[src/logic/timer_pkg.sv]
package timer_pkg;

  // register port geometry
  localparam int ADDR_W = 4;
  localparam int DATA_W = 8;

  // register offsets
  localparam logic [3:0] OFS_CNT_HI   = 4'h0;
  localparam logic [3:0] OFS_CNT_LO   = 4'h1;
  localparam logic [3:0] OFS_RLD_HI   = 4'h2;
  localparam logic [3:0] OFS_RLD_LO   = 4'h3;
  localparam logic [3:0] OFS_CTL0     = 4'h4;
  localparam logic [3:0] OFS_CTL1     = 4'h5;
  localparam logic [3:0] OFS_CAPT_HI  = 4'h6;
  localparam logic [3:0] OFS_CAPT_LO  = 4'h7;
  localparam logic [3:0] OFS_IRQ_REQ0 = 4'h8;

  // control zero fields
  localparam int CTL_EN      = 7;
  localparam int CTL_POL     = 6;
  localparam int CTL_PRE_HI  = 5;
  localparam int CTL_PRE_LO  = 3;
  localparam int CTL_OUTLVL  = 2;
  localparam int CTL_MODE_HI = 1;
  localparam int CTL_MODE_LO = 0;

  // control one field: interrupt source select
  localparam int ISS_HI = 1;
  localparam int ISS_LO = 0;
  localparam logic [1:0] ISS_CAPTURE = 2'h2;
  localparam logic [1:0] ISS_RELOAD  = 2'h3;

  // interrupt request zero bit positions
  localparam int IRQ_FIRST_BIT  = 5;
  localparam int IRQ_SECOND_BIT = 6;
  localparam logic [7:0] IRQ_MASK = 8'h60;

  // reset values and counter constants
  localparam logic [7:0]  CTL0_RST   = 8'h00;
  localparam logic [7:0]  CTL1_RST   = 8'h00;
  localparam logic [15:0] CNT_RST    = 16'h0000;
  localparam logic [15:0] RLD_RST    = 16'hFFFF;
  localparam logic [15:0] CNT_ONE    = 16'h0001;
  localparam logic [15:0] CNT_ALL1   = 16'hFFFF;
  localparam logic [7:0]  BYTE_ZERO  = 8'h00;

  typedef enum logic [1:0] {
    MODE_COMPARE,
    MODE_GATED,
    MODE_CAPCMP,
    MODE_DUAL_PWM
  } mode_t;

endpackage : timer_pkg

[src/logic/mode_timer.sv]
// Strobed register access and the register offsets were left to the implementer.
`timescale 1ns/1ps
module mode_timer (
  input  wire logic                         SYS_CLK,
  input  wire logic                         RESET_N,
  input  wire logic [timer_pkg::ADDR_W-1:0] ADDR,
  input  wire logic [timer_pkg::DATA_W-1:0] WDATA,
  input  wire logic                         WR,
  input  wire logic                         RD,
  output logic      [timer_pkg::DATA_W-1:0] RDATA,
  input  wire logic                         TIO_IN,
  input  wire logic                         IN_ALT_SEL,
  input  wire logic                         SECOND_TIMER_EVT,
  output logic                              TOUT,
  output logic                              TIO_OUT,
  output logic                              TIO_OE,
  output logic      [timer_pkg::DATA_W-1:0] IRQ_REQ
);
  import timer_pkg::*;

  logic        rst_meta_r;
  logic        rst_n_r;
  logic [7:0]  ctl0_r;
  logic [7:0]  ctl1_r;
  logic [15:0] cnt_r;
  logic [15:0] cnt_nxt;
  logic [15:0] rld_r;
  logic [15:0] capt_r;
  logic [7:0]  hold_r;
  logic [6:0]  presc_r;
  logic [6:0]  presc_nxt;
  logic        tin_prev_r;
  logic        started_r;
  logic        tout_r;
  logic        tout_nxt;
  logic        tio_out_r;
  logic        tio_oe_r;
  logic [7:0]  irq_r;
  logic [7:0]  irq_nxt;
  logic [7:0]  rdata_r;
  logic [7:0]  rdata_nxt;

  // reset release through two flops
  always_ff @(posedge SYS_CLK or negedge RESET_N) begin
    if (!RESET_N) begin
      rst_meta_r <= 1'b0;
      rst_n_r    <= 1'b0;
    end else begin
      rst_meta_r <= 1'b1;
      rst_n_r    <= rst_meta_r;
    end
  end

  // register port decode
  wire wr_cnt_hi = WR && (ADDR == OFS_CNT_HI);
  wire wr_cnt_lo = WR && (ADDR == OFS_CNT_LO);
  wire wr_cnt    = wr_cnt_hi || wr_cnt_lo;
  wire wr_rld_hi = WR && (ADDR == OFS_RLD_HI);
  wire wr_rld_lo = WR && (ADDR == OFS_RLD_LO);
  wire wr_ctl0   = WR && (ADDR == OFS_CTL0);
  wire wr_ctl1   = WR && (ADDR == OFS_CTL1);
  wire wr_irq    = WR && (ADDR == OFS_IRQ_REQ0);
  wire rd_cnt_hi = RD && (ADDR == OFS_CNT_HI);
  wire rd_cnt_lo = RD && (ADDR == OFS_CNT_LO);

  // control fields
  wire        en      = ctl0_r[CTL_EN];
  wire        input_polarity_bit    = ctl0_r[CTL_POL];
  wire [2:0]  pre_sel = ctl0_r[CTL_PRE_HI:CTL_PRE_LO];
  wire mode_t mode    = mode_t'(ctl0_r[CTL_MODE_HI:CTL_MODE_LO]);
  wire [1:0]  iss     = ctl1_r[ISS_HI:ISS_LO];
  wire        m_cmp   = (mode == MODE_COMPARE);
  wire        m_gate  = (mode == MODE_GATED);
  wire        m_cap   = (mode == MODE_CAPCMP);
  wire        m_dual  = (mode == MODE_DUAL_PWM);

  // input pin level; no timer input in dual pwm mode
  wire tin        = (IN_ALT_SEL && !m_dual) ? TIO_IN : !input_polarity_bit;
  wire active     = (tin == input_polarity_bit);
  wire was_active = (tin_prev_r == input_polarity_bit);
  wire rise       = tin && !tin_prev_r;
  wire fall       = !tin && tin_prev_r;
  wire cap_edge   = input_polarity_bit ? rise : fall;

  // prescaler terminal count, divide by two to the select
  wire [7:0] presc_div  = 8'(8'h01 << pre_sel);
  wire [6:0] presc_lim  = 7'(presc_div - 8'h01);
  wire       presc_last = (presc_r == presc_lim);
  wire       tick       = en && presc_last;

  // which modes may count on this tick
  wire count_ok = m_cmp || m_dual || (m_gate && active)
                  || (m_cap && started_r);
  wire step      = tick && count_ok;
  wire cnt_match = (cnt_r == rld_r);

  // timer events
  wire cmp_evt    = step && cnt_match && m_cmp;
  wire reload_evt = step && cnt_match && !m_cmp;
  wire gate_end   = en && m_gate && was_active && !active;
  wire first_edge = en && m_cap && !started_r && cap_edge;
  wire capt_evt   = en && m_cap && started_r && cap_edge;
  wire cap_irq_ok = (iss != ISS_RELOAD);
  wire rld_irq_ok = !m_cap || (iss != ISS_CAPTURE);
  wire timer_irq  = cmp_evt || gate_end
                    || (reload_evt && rld_irq_ok)
                    || (capt_evt && cap_irq_ok);
  wire toggle     = cmp_evt || reload_evt;

  // prescaler held at zero while disabled, restarts on enable
  always_comb begin
    if (!en || presc_last) begin
      presc_nxt = 7'h00;
    end else begin
      presc_nxt = presc_r + 7'h01;
    end
  end

  // counter: software write, reload to one, or increment
  always_comb begin
    cnt_nxt = cnt_r;
    if (wr_cnt_hi) begin
      cnt_nxt = {WDATA, cnt_r[7:0]};
    end else if (wr_cnt_lo) begin
      cnt_nxt = {cnt_r[15:8], WDATA};
    end else if (reload_evt) begin
      cnt_nxt = CNT_ONE;
    end else if (step) begin
      cnt_nxt = cnt_r + CNT_ONE;
    end
  end

  // output level: preset while disabled, toggle on compare match or reload
  always_comb begin
    tout_nxt = tout_r;
    if (wr_ctl0 && !WDATA[CTL_EN]) begin
      tout_nxt = WDATA[CTL_OUTLVL];
    end else if (toggle) begin
      tout_nxt = !tout_r;
    end
  end

  // pending bits: software write, then hardware set wins
  always_comb begin
    irq_nxt = wr_irq ? (WDATA & IRQ_MASK) : irq_r;
    if (timer_irq) begin
      irq_nxt[IRQ_FIRST_BIT] = 1'b1;
    end
    if (SECOND_TIMER_EVT) begin
      irq_nxt[IRQ_SECOND_BIT] = 1'b1;
    end
  end

  // read mux; unmapped offsets read zero
  always_comb begin
    rdata_nxt = BYTE_ZERO;
    if (RD) begin
      unique case (ADDR)
        OFS_CNT_HI:   rdata_nxt = cnt_r[15:8];
        OFS_CNT_LO:   rdata_nxt = en ? hold_r : cnt_r[7:0];
        OFS_RLD_HI:   rdata_nxt = rld_r[15:8];
        OFS_RLD_LO:   rdata_nxt = rld_r[7:0];
        OFS_CTL0:     rdata_nxt = ctl0_r;
        OFS_CTL1:     rdata_nxt = ctl1_r;
        OFS_CAPT_HI:  rdata_nxt = capt_r[15:8];
        OFS_CAPT_LO:  rdata_nxt = capt_r[7:0];
        OFS_IRQ_REQ0: rdata_nxt = irq_r;
        default:      rdata_nxt = BYTE_ZERO;
      endcase
    end
  end

  // software registers
  always_ff @(posedge SYS_CLK or negedge rst_n_r) begin
    if (!rst_n_r) begin
      ctl0_r <= CTL0_RST;
      ctl1_r <= CTL1_RST;
      rld_r  <= RLD_RST;
    end else begin
      if (wr_ctl0) ctl0_r <= WDATA;
      if (wr_ctl1) ctl1_r <= WDATA;
      if (wr_rld_hi) rld_r[15:8] <= WDATA;
      if (wr_rld_lo) rld_r[7:0] <= WDATA;
    end
  end

  // counting state
  always_ff @(posedge SYS_CLK or negedge rst_n_r) begin
    if (!rst_n_r) begin
      cnt_r      <= CNT_RST;
      presc_r    <= 7'h00;
      tin_prev_r <= 1'b0;
      started_r  <= 1'b0;
    end else begin
      cnt_r      <= cnt_nxt;
      presc_r    <= presc_nxt;
      tin_prev_r <= tin;
      started_r  <= en && m_cap && (started_r || first_edge);
    end
  end

  // capture and holding registers
  always_ff @(posedge SYS_CLK or negedge rst_n_r) begin
    if (!rst_n_r) begin
      capt_r <= CNT_RST;
      hold_r <= BYTE_ZERO;
    end else begin
      if (capt_evt) capt_r <= cnt_r;
      if (rd_cnt_hi && en) hold_r <= cnt_r[7:0];
    end
  end

  // registered outputs
  always_ff @(posedge SYS_CLK or negedge rst_n_r) begin
    if (!rst_n_r) begin
      tout_r    <= 1'b0;
      tio_out_r <= 1'b1;
      tio_oe_r  <= 1'b0;
      irq_r     <= BYTE_ZERO;
      rdata_r   <= BYTE_ZERO;
    end else begin
      tout_r    <= tout_nxt;
      tio_out_r <= !tout_nxt;
      tio_oe_r  <= IN_ALT_SEL && m_dual;
      irq_r     <= irq_nxt;
      rdata_r   <= rdata_nxt;
    end
  end

  assign RDATA   = rdata_r;
  assign TOUT    = tout_r;
  assign TIO_OUT = tio_out_r;
  assign TIO_OE  = tio_oe_r;
  assign IRQ_REQ = irq_r;
endmodule : mode_timer

[config.mk]
export PLATFORM = sky130hd
export DESIGN_NAME = mode_timer
export DESIGN_NICKNAME = d
export VERILOG_FILES = /design/src/logic/timer_pkg.sv /design/src/logic/mode_timer.sv
export SDC_FILE = /design/constraint.sdc
export NUM_CORES = 1
export LEC_CHECK = 0
export ABC_AREA = 0
export BUFFER_PORTS_ARGS = -buffer_cell sky130_fd_sc_hd__buf_2
export CAP_MARGIN = 20
export CORE_MARGIN = 2
export CORE_UTILIZATION = 55
export DETAILED_ROUTE_END_ITERATION = 16
export GPL_TIMING_DRIVEN = 0
export PLACE_DENSITY = 0.87
export SYNTH_ARGS = -nofsm -noshare
export SYNTH_HDL_FRONTEND = slang
export SYNTH_SLANG_ARGS = --single-unit
[constraint.sdc]
create_clock -name SYS_CLK -period 2.9 [get_ports SYS_CLK]
set_clock_uncertainty 0.15 [all_clocks]
set_input_delay 0.29 -clock SYS_CLK [delete_from_list [all_inputs] [get_ports SYS_CLK]]
set_output_delay 0.29 -clock SYS_CLK [all_outputs]
set_load 0.1 [all_outputs]
==> results of run 1 <==
## per-layer routing
metal,vias up,share of wire,wire (um),track usage
met1,2122,0.40,5750,0.378
met5,-,0,0,0
met2,262,0.47,6740,0.448
met3,61,0.091,1320,0.0590
li1,1958,-,-,-
met4,0,0.044,642,0.174
## logic make-up (layout without fill, tap and decap cells)
logic type,count (synthesis),count (layout),synth area share
mux,79,79,0.167
flops,96,96,0.449
compound gates,98,98,0.124
xor+xnor,28,28,0.0454
fa+ha+maj,6,6,0.0139
buf+inv,50,100,0.0447
other cells,2,7,0.00139
simple gates,160,160,0.156
## sequential cells by signal, indices dropped and copies added, names as in the netlist
signal      cells
rst_meta_r      1
tin_prev_r      1
presc_r         7
cnt_r          16
TIO_OE          1
IRQ_REQ         2
started_r       1
TOUT            1
RDATA           8
capt_r         16
rst_n_r         1
hold_r          8
rld_r          16
TIO_OUT         1
ctl1_r          8
ctl0_r          8
## per-stage QoR
step	power, mW	hold slack (ns)	setup WS [ns]	instance area [sq um]	utilization
after floorplan	3.02	-0.156	0.549	5420	-
after global placement	3.38	-0.0750	0.270	5740	0.595
after detailed placement	3.45	-0.0733	0.223	5770	0.598
after CTS	4.26	0.0451	0.296	5970	0.620
after global routing	4.52	0.0528	0.141	5970	0.620
final	4.30	0.0496	0.275	5970	0.620
## worst min path at each step
stage | startpoint | end
3_3_place_gp | RESET_N | rst_meta_r
2_1_floorplan | RESET_N | rst_meta_r
4_1_cts | RESET_N | rst_n_r
5_1_grt | RD | RDATA[3]
3_5_place_dp | RESET_N | rst_meta_r
6_report | RESET_N | rst_n_r
## worst max-delay path: cells and delay by family, from the launching register on
kind | cells | cell delay, ns
AOI/OAI and AO/OA | 4 | 0.75
adders and majority gates | 1 | 0.20
buffers and inverters | 1 | 0.28
DFF | 1 | 0.43
and+or+nand+nor | 3 | 0.72
## timing repair
action | in CTS | in global routing
hold endpoints to repair | 4 | 0
hold buffers | 3 | 0
resized for setup | 0 | 0
## power groups by stage
stage / Clock, mW / Combinational, mW / Sequential, mW
2_1_floorplan: 0 / 0.992 / 2.03
6_report: 0.824 / 1.50 / 1.97
4_1_cts: 0.826 / 1.48 / 1.96
3_5_place_dp: 0 / 1.47 / 1.98
3_3_place_gp: 0 / 1.40 / 1.97
5_1_grt: 0.884 / 1.64 / 2.00
## layout by cell type (no fill, tap or decap), drive strengths merged, types with 3 or more instances in the layout
cell / n
a211o: 3
a211oi: 5
a21oi: 20
a221oi: 4
a22oi: 6
a31oi: 13
and3: 4
buf: 50
clkbuf: 34
conb: 7
dfrtp: 79
dfstp: 17
dlygate4sd3: 3
ha: 6
inv: 10
mux2: 57
mux2i: 19
mux4: 3
nand2: 32
nand2b: 6
nand3: 10
nand4: 5
nor2: 62
nor2b: 7
nor3: 8
nor3b: 5
nor4: 7
o21ai: 23
o32ai: 3
or3: 5
xnor2: 5
xor2: 23
## final cells by class
cell class              instances  area (sq um)
fillers                       836          3660
multi-input cells             378          2760
flip-flops and latches         96          2430
repair buffers                 34           208
plain buffers                  40           204
well taps                     133           166
clock buffers                  13           159
inverters                      10          37.5
clock inverters                 3          17.5
==> results_dict.tcl, run 1 <==
set metrics [dict create \
    crit_chain "ha_1 -> nand2b_1 -> o311ai_2 -> nand3_1 -> nor4_4 -> buf_2 -> o21ai_0 -> o21ai_0 -> a21oi_1" \
    drcViolationCount 0 \
    die_h_um 103 \
    yosys_warnings 0 \
    worstPathMaxFanout 10 \
    cts_buffers 9 \
    grt_pass1_wl_mm 22.7 \
    worst_ep_arrival_time_ns 2.74 \
    fp.dieW_um 103 \
    r2r_end "cnt_r[9]" \
    seqPwrFrac 0.459 \
    p_int_mw 2.57 \
    rsz0062_at_grt "no" \
    slew_headroom 0.529 \
    synth-edff-count 0 \
    powerDensity_mw_per_mm2 720 \
    path_class "reg2reg" \
    async_flop_share 1.00 \
    core-area_sq_mm 0.00964 \
    finalCritPeriodShare 0.905 \
    max_stage_delay_ns 0.43 \
    initial_core_util 0.560 \
    synthFlopType "dfrtp_1" \
    critical_path.slowest_cell "dfrtp_1" \
    vias 4403 \
    r2r_cells 9 \
    dpl.hpwl_mm 10.4 \
    regToRegSetupSlack_ns 0.27 \
    drtIter0Drc 380 \
    slew_viol_final 0 \
    power.leakage_nw 2.62 \
    crit_path_end "cnt_r[9]" \
    grt_usage 0.290 \
    cts.sink_count 96 \
    port_buffers 30 \
    peakVddDrop_mv 0.510 \
    endpoint_kind "flip-flop" \
    drive_above_1_share 0.265 \
    synth_top_area_frac 0.366 \
    overflow 0 \
    dp.cells 688 \
    wl_per_cell_um 20.4 \
    status "complete, no violations" \
    swShare 0.402 \
    rr_startpoint "ctl0_r[1]" \
    worstMarginPinSlew_ns 0.707 \
    antenna_found_initial 0 \
    first_global_vias 4428 \
    nNetsFinal 594 \
    setup_tns_ns 0 \
    cts_root_buf "clkbuf_8" \
    avgSynthCellArea_sq_um 10.4 \
    synth_common_cells "79 x dfrtp_1, 60 x nor2_1, 57 x mux2_2" \
    area_growth_pct 10.6 \
    yosysMostFrequentCell "dfrtp_1" \
    synthCells 519 \
    wl_mm 14.5 \
    fin_cells 707 \
    critical_path.most_common_cell "o21ai_0" \
    hp-class "in2async" \
    power_frac_comb 0.350 \
    hold_viol 0 \
    ys_types 66 \
    period_needed_ns 2.63 \
    via_per_inst 6.23 \
    cp-startpoint "ctl0_r[1]" \
    finalSetupViolations 0 \
    grt_max_degree 60 \
    ys_ff_latch 96 \
    clockBufferDepth 2 \
    postCtsSetupBuffers 0 \
    yosysTopAreaCell "dfrtp_1" \
    gp_congestion 1.01 \
    ys_seq_area_frac 0.449 \
    ios 38 \
    power.switching_mw 1.73 \
    start_kind "flip-flop" \
    die-area_sq_mm 0.0106 \
    netlist_top_cells_area "dfrtp_1 37%, mux2_2 12%, dfstp_2 8.3%" \
    diodes 0 \
    drtAntennaViolNets 0 \
    cap_viol_max_count 0 \
    row_count 36 \
    drt-pass1-iter-count 5 \
    worstSkewPairLatency_ns 0.38 \
    cts_tree "built" \
    path_clk_slew_ns 0.09 \
    pwr-share-clk 0.192 \
    cp_data_required_time_ns 3.02 \
    htree_num_levels 3 \
    synth_area_sq_mm 0.00540 \
    fmax_mhz 381 \
]
Power figures use the tool's default switching activity.
==> run 2: changes to the inputs <==
Settings changed: CELL_PAD_IN_SITES_DETAIL_PLACEMENT set to 0, CELL_PAD_IN_SITES_GLOBAL_PLACEMENT set to 2, CORE_UTILIZATION 55 to 36, PLACE_DENSITY 0.87 to 0.86.
==> results_dict.tcl, run 2 (synthesized netlist as in run 1, its figures left out) <==
set metrics [dict create \
    status "complete, no violations" \
    cap_viol_max_count 0 \
    regToRegSetupSlack_ns 0.17 \
    endpoint_kind "flip-flop" \
    area_growth_pct 13.5 \
    hold_viol 0 \
    grtUsageMet1 0.269 \
    worstPathMaxFanout 10 \
    nNetsFinal 593 \
    path_clk_slew_ns 0.07 \
    diodes 0 \
    period_needed_ns 2.73 \
    worst_ep_arrival_time_ns 2.82 \
    worstMarginPinSlew_ns 0.797 \
    finalSetupViolations 0 \
    final_core_utilization 0.420 \
    r2r_end "cnt_r[15]" \
    final_common_cell "dfrtp_1" \
    place_area_sq_mm 0.00583 \
    die_h_um 126 \
    drtIter0Drc 292 \
    crit_chain "clkbuf_1 -> xor2_1 -> nor4_1 -> nand4_1 -> nor2_4 -> nand2b_4 -> buf_6 -> a31oi_1 -> nor2_1" \
    path_class "reg2reg" \
    pre_cts_ws_ns 0.181 \
    worstSkewPairLatency_ns 0.36 \
    layout_common_cells "78 x dfrtp_1, 60 x nor2_1, 57 x mux2_2" \
    powerDensity_mw_per_mm2 751 \
    crit_path_end "cnt_r[15]" \
    grt_pass1_wl_mm 23.8 \
    ios 38 \
    clockBufferDepth 2 \
    cts_root_buf "clkbuf_16" \
    grt_max_degree 58 \
    worst_slack_ns 0.172 \
    peakVddDrop_mv 0.320 \
    cp-startpoint "cnt_r[5]" \
    die-area_sq_mm 0.0160 \
    setup_tns_ns 0 \
    row_count 44 \
    cp_data_required_time_ns 3.00 \
    grt_usage 0.197 \
    first_global_vias 4211 \
    postCtsSetupBuffers 0 \
    wl_mm 15.3 \
    rsz0062_at_grt "no" \
    cts_buffers 9 \
    overflow 0 \
    initial_core_util 0.370 \
    vias 4218 \
    design_area_sq_mm 0.00613 \
    drive_above_1_share 0.265 \
    start_kind "flip-flop" \
    r2r_cells 9 \
    cts_tree "built" \
    htree_num_levels 3 \
    fp.dieW_um 126 \
    rr_startpoint "cnt_r[5]" \
    core-area_sq_mm 0.0146 \
    port_buffers 30 \
    hp-class "in2reg" \
    reg_top3 "capt_r x16, cnt_r x16, rld_r x16" \
    cts.sink_count 96 \
    wl_per_cell_um 20.2 \
    antenna_found_initial 0 \
    fin_hold_ws_ns 0.0216 \
    drcViolationCount 0 \
    dpl.hpwl_mm 11.1 \
    slew_headroom 0.466 \
    power.leakage_nw 2.66 \
    drt-pass1-iter-count 5 \
    critical_path.slowest_cell "nor4_1" \
    gp_congestion 0.884 \
    via_per_inst 5.57 \
    grt.met2_usage 0.309 \
    fmax_mhz 367 \
    slew_viol_final 0 \
    top_usage_layer "met2" \
    drtAntennaViolNets 0 \
    max_stage_delay_ns 0.44 \
    finalCritPeriodShare 0.941 \
    use_met3 0.0350 \
]
run 2: cell count changes in the layout (fill, tap and decap cells not counted):
cell and delta:
clkbuf_8 -10, clkbuf_16 +9, clkinv_2 -1, clkinv_4 +1
dlygate4sd3_1 -1, inv_6 +1
run 2: cell type report:
| type | instances | area [sq um] |
|---|---|---|
| Buffer | 40 | 204 |
| Clock buffer | 12 | 246 |
| Clock inverter | 4 | 30.0 |
| Fill cell | 1420 | 8460 |
| Inverter | 10 | 37.5 |
| Multi-Input combinational cell | 378 | 2760 |
| Sequential cell | 96 | 2430 |
| Tap cell | 184 | 230 |
| Timing Repair Buffer | 33 | 198 |
run 2: metal layers:
| layer | wire (um) | vias up | part of all wire |
|---|---|---|---|
| li1 | - | 1947 | - |
| met3 | 890 | 21 | 0.058 |
| met2 | 7060 | 135 | 0.46 |
| met1 | 6980 | 2115 | 0.46 |
| met4 | 356 | 0 | 0.023 |
| met5 | 0 | - | 0 |
run 2: power breakdown:
part / switching [mW] / internal (mW) / total, mW
combinational: 0.937 / 0.565 / 1.50
clock: 0.519 / 0.609 / 1.13
sequential: 0.323 / 1.65 / 1.97
run 2: through the flow:
| step | total power [mW] | std cells |
|---|---|---|
| detailed placement | 3.47 | 739 |
| finish | 4.60 | 757 |
| CTS | 4.62 | 757 |
| global route | 4.86 | 757 |
| global placement | 3.44 | 738 |
| floorplan | 3.02 | 524 |
run 2: what timing repair did:
item                                   4_1_cts  5_1_grt
hold buffers                                 2        0
endpoints found under the hold margin        3        0
resized for setup                            0        0
run 2: critical path: cells and delay by family (launching register included):
| family | cells | cell delay (ns) |
|---|---|---|
| xor gates and xnor gates | 1 | 0.14 |
| and+or+nand+nor | 5 | 1.25 |
| AOI/OAI and AO/OA | 1 | 0.18 |
| buffers and inverters | 2 | 0.57 |
| DFF | 1 | 0.32 |
run 2: worst min-delay path by stage:
stage          cells past startpoint         end  slack [ns]        from
6_report                           2      TIO_OE        0.02  IN_ALT_SEL
3_3_place_gp                       1  rst_meta_r       -0.07     RESET_N
2_1_floorplan                      0  rst_meta_r       -0.16     RESET_N
3_5_place_dp                       1  rst_meta_r       -0.07     RESET_N
4_1_cts                            2      TIO_OE        0.01  IN_ALT_SEL
5_1_grt                            2      TIO_OE        0.02  IN_ALT_SEL
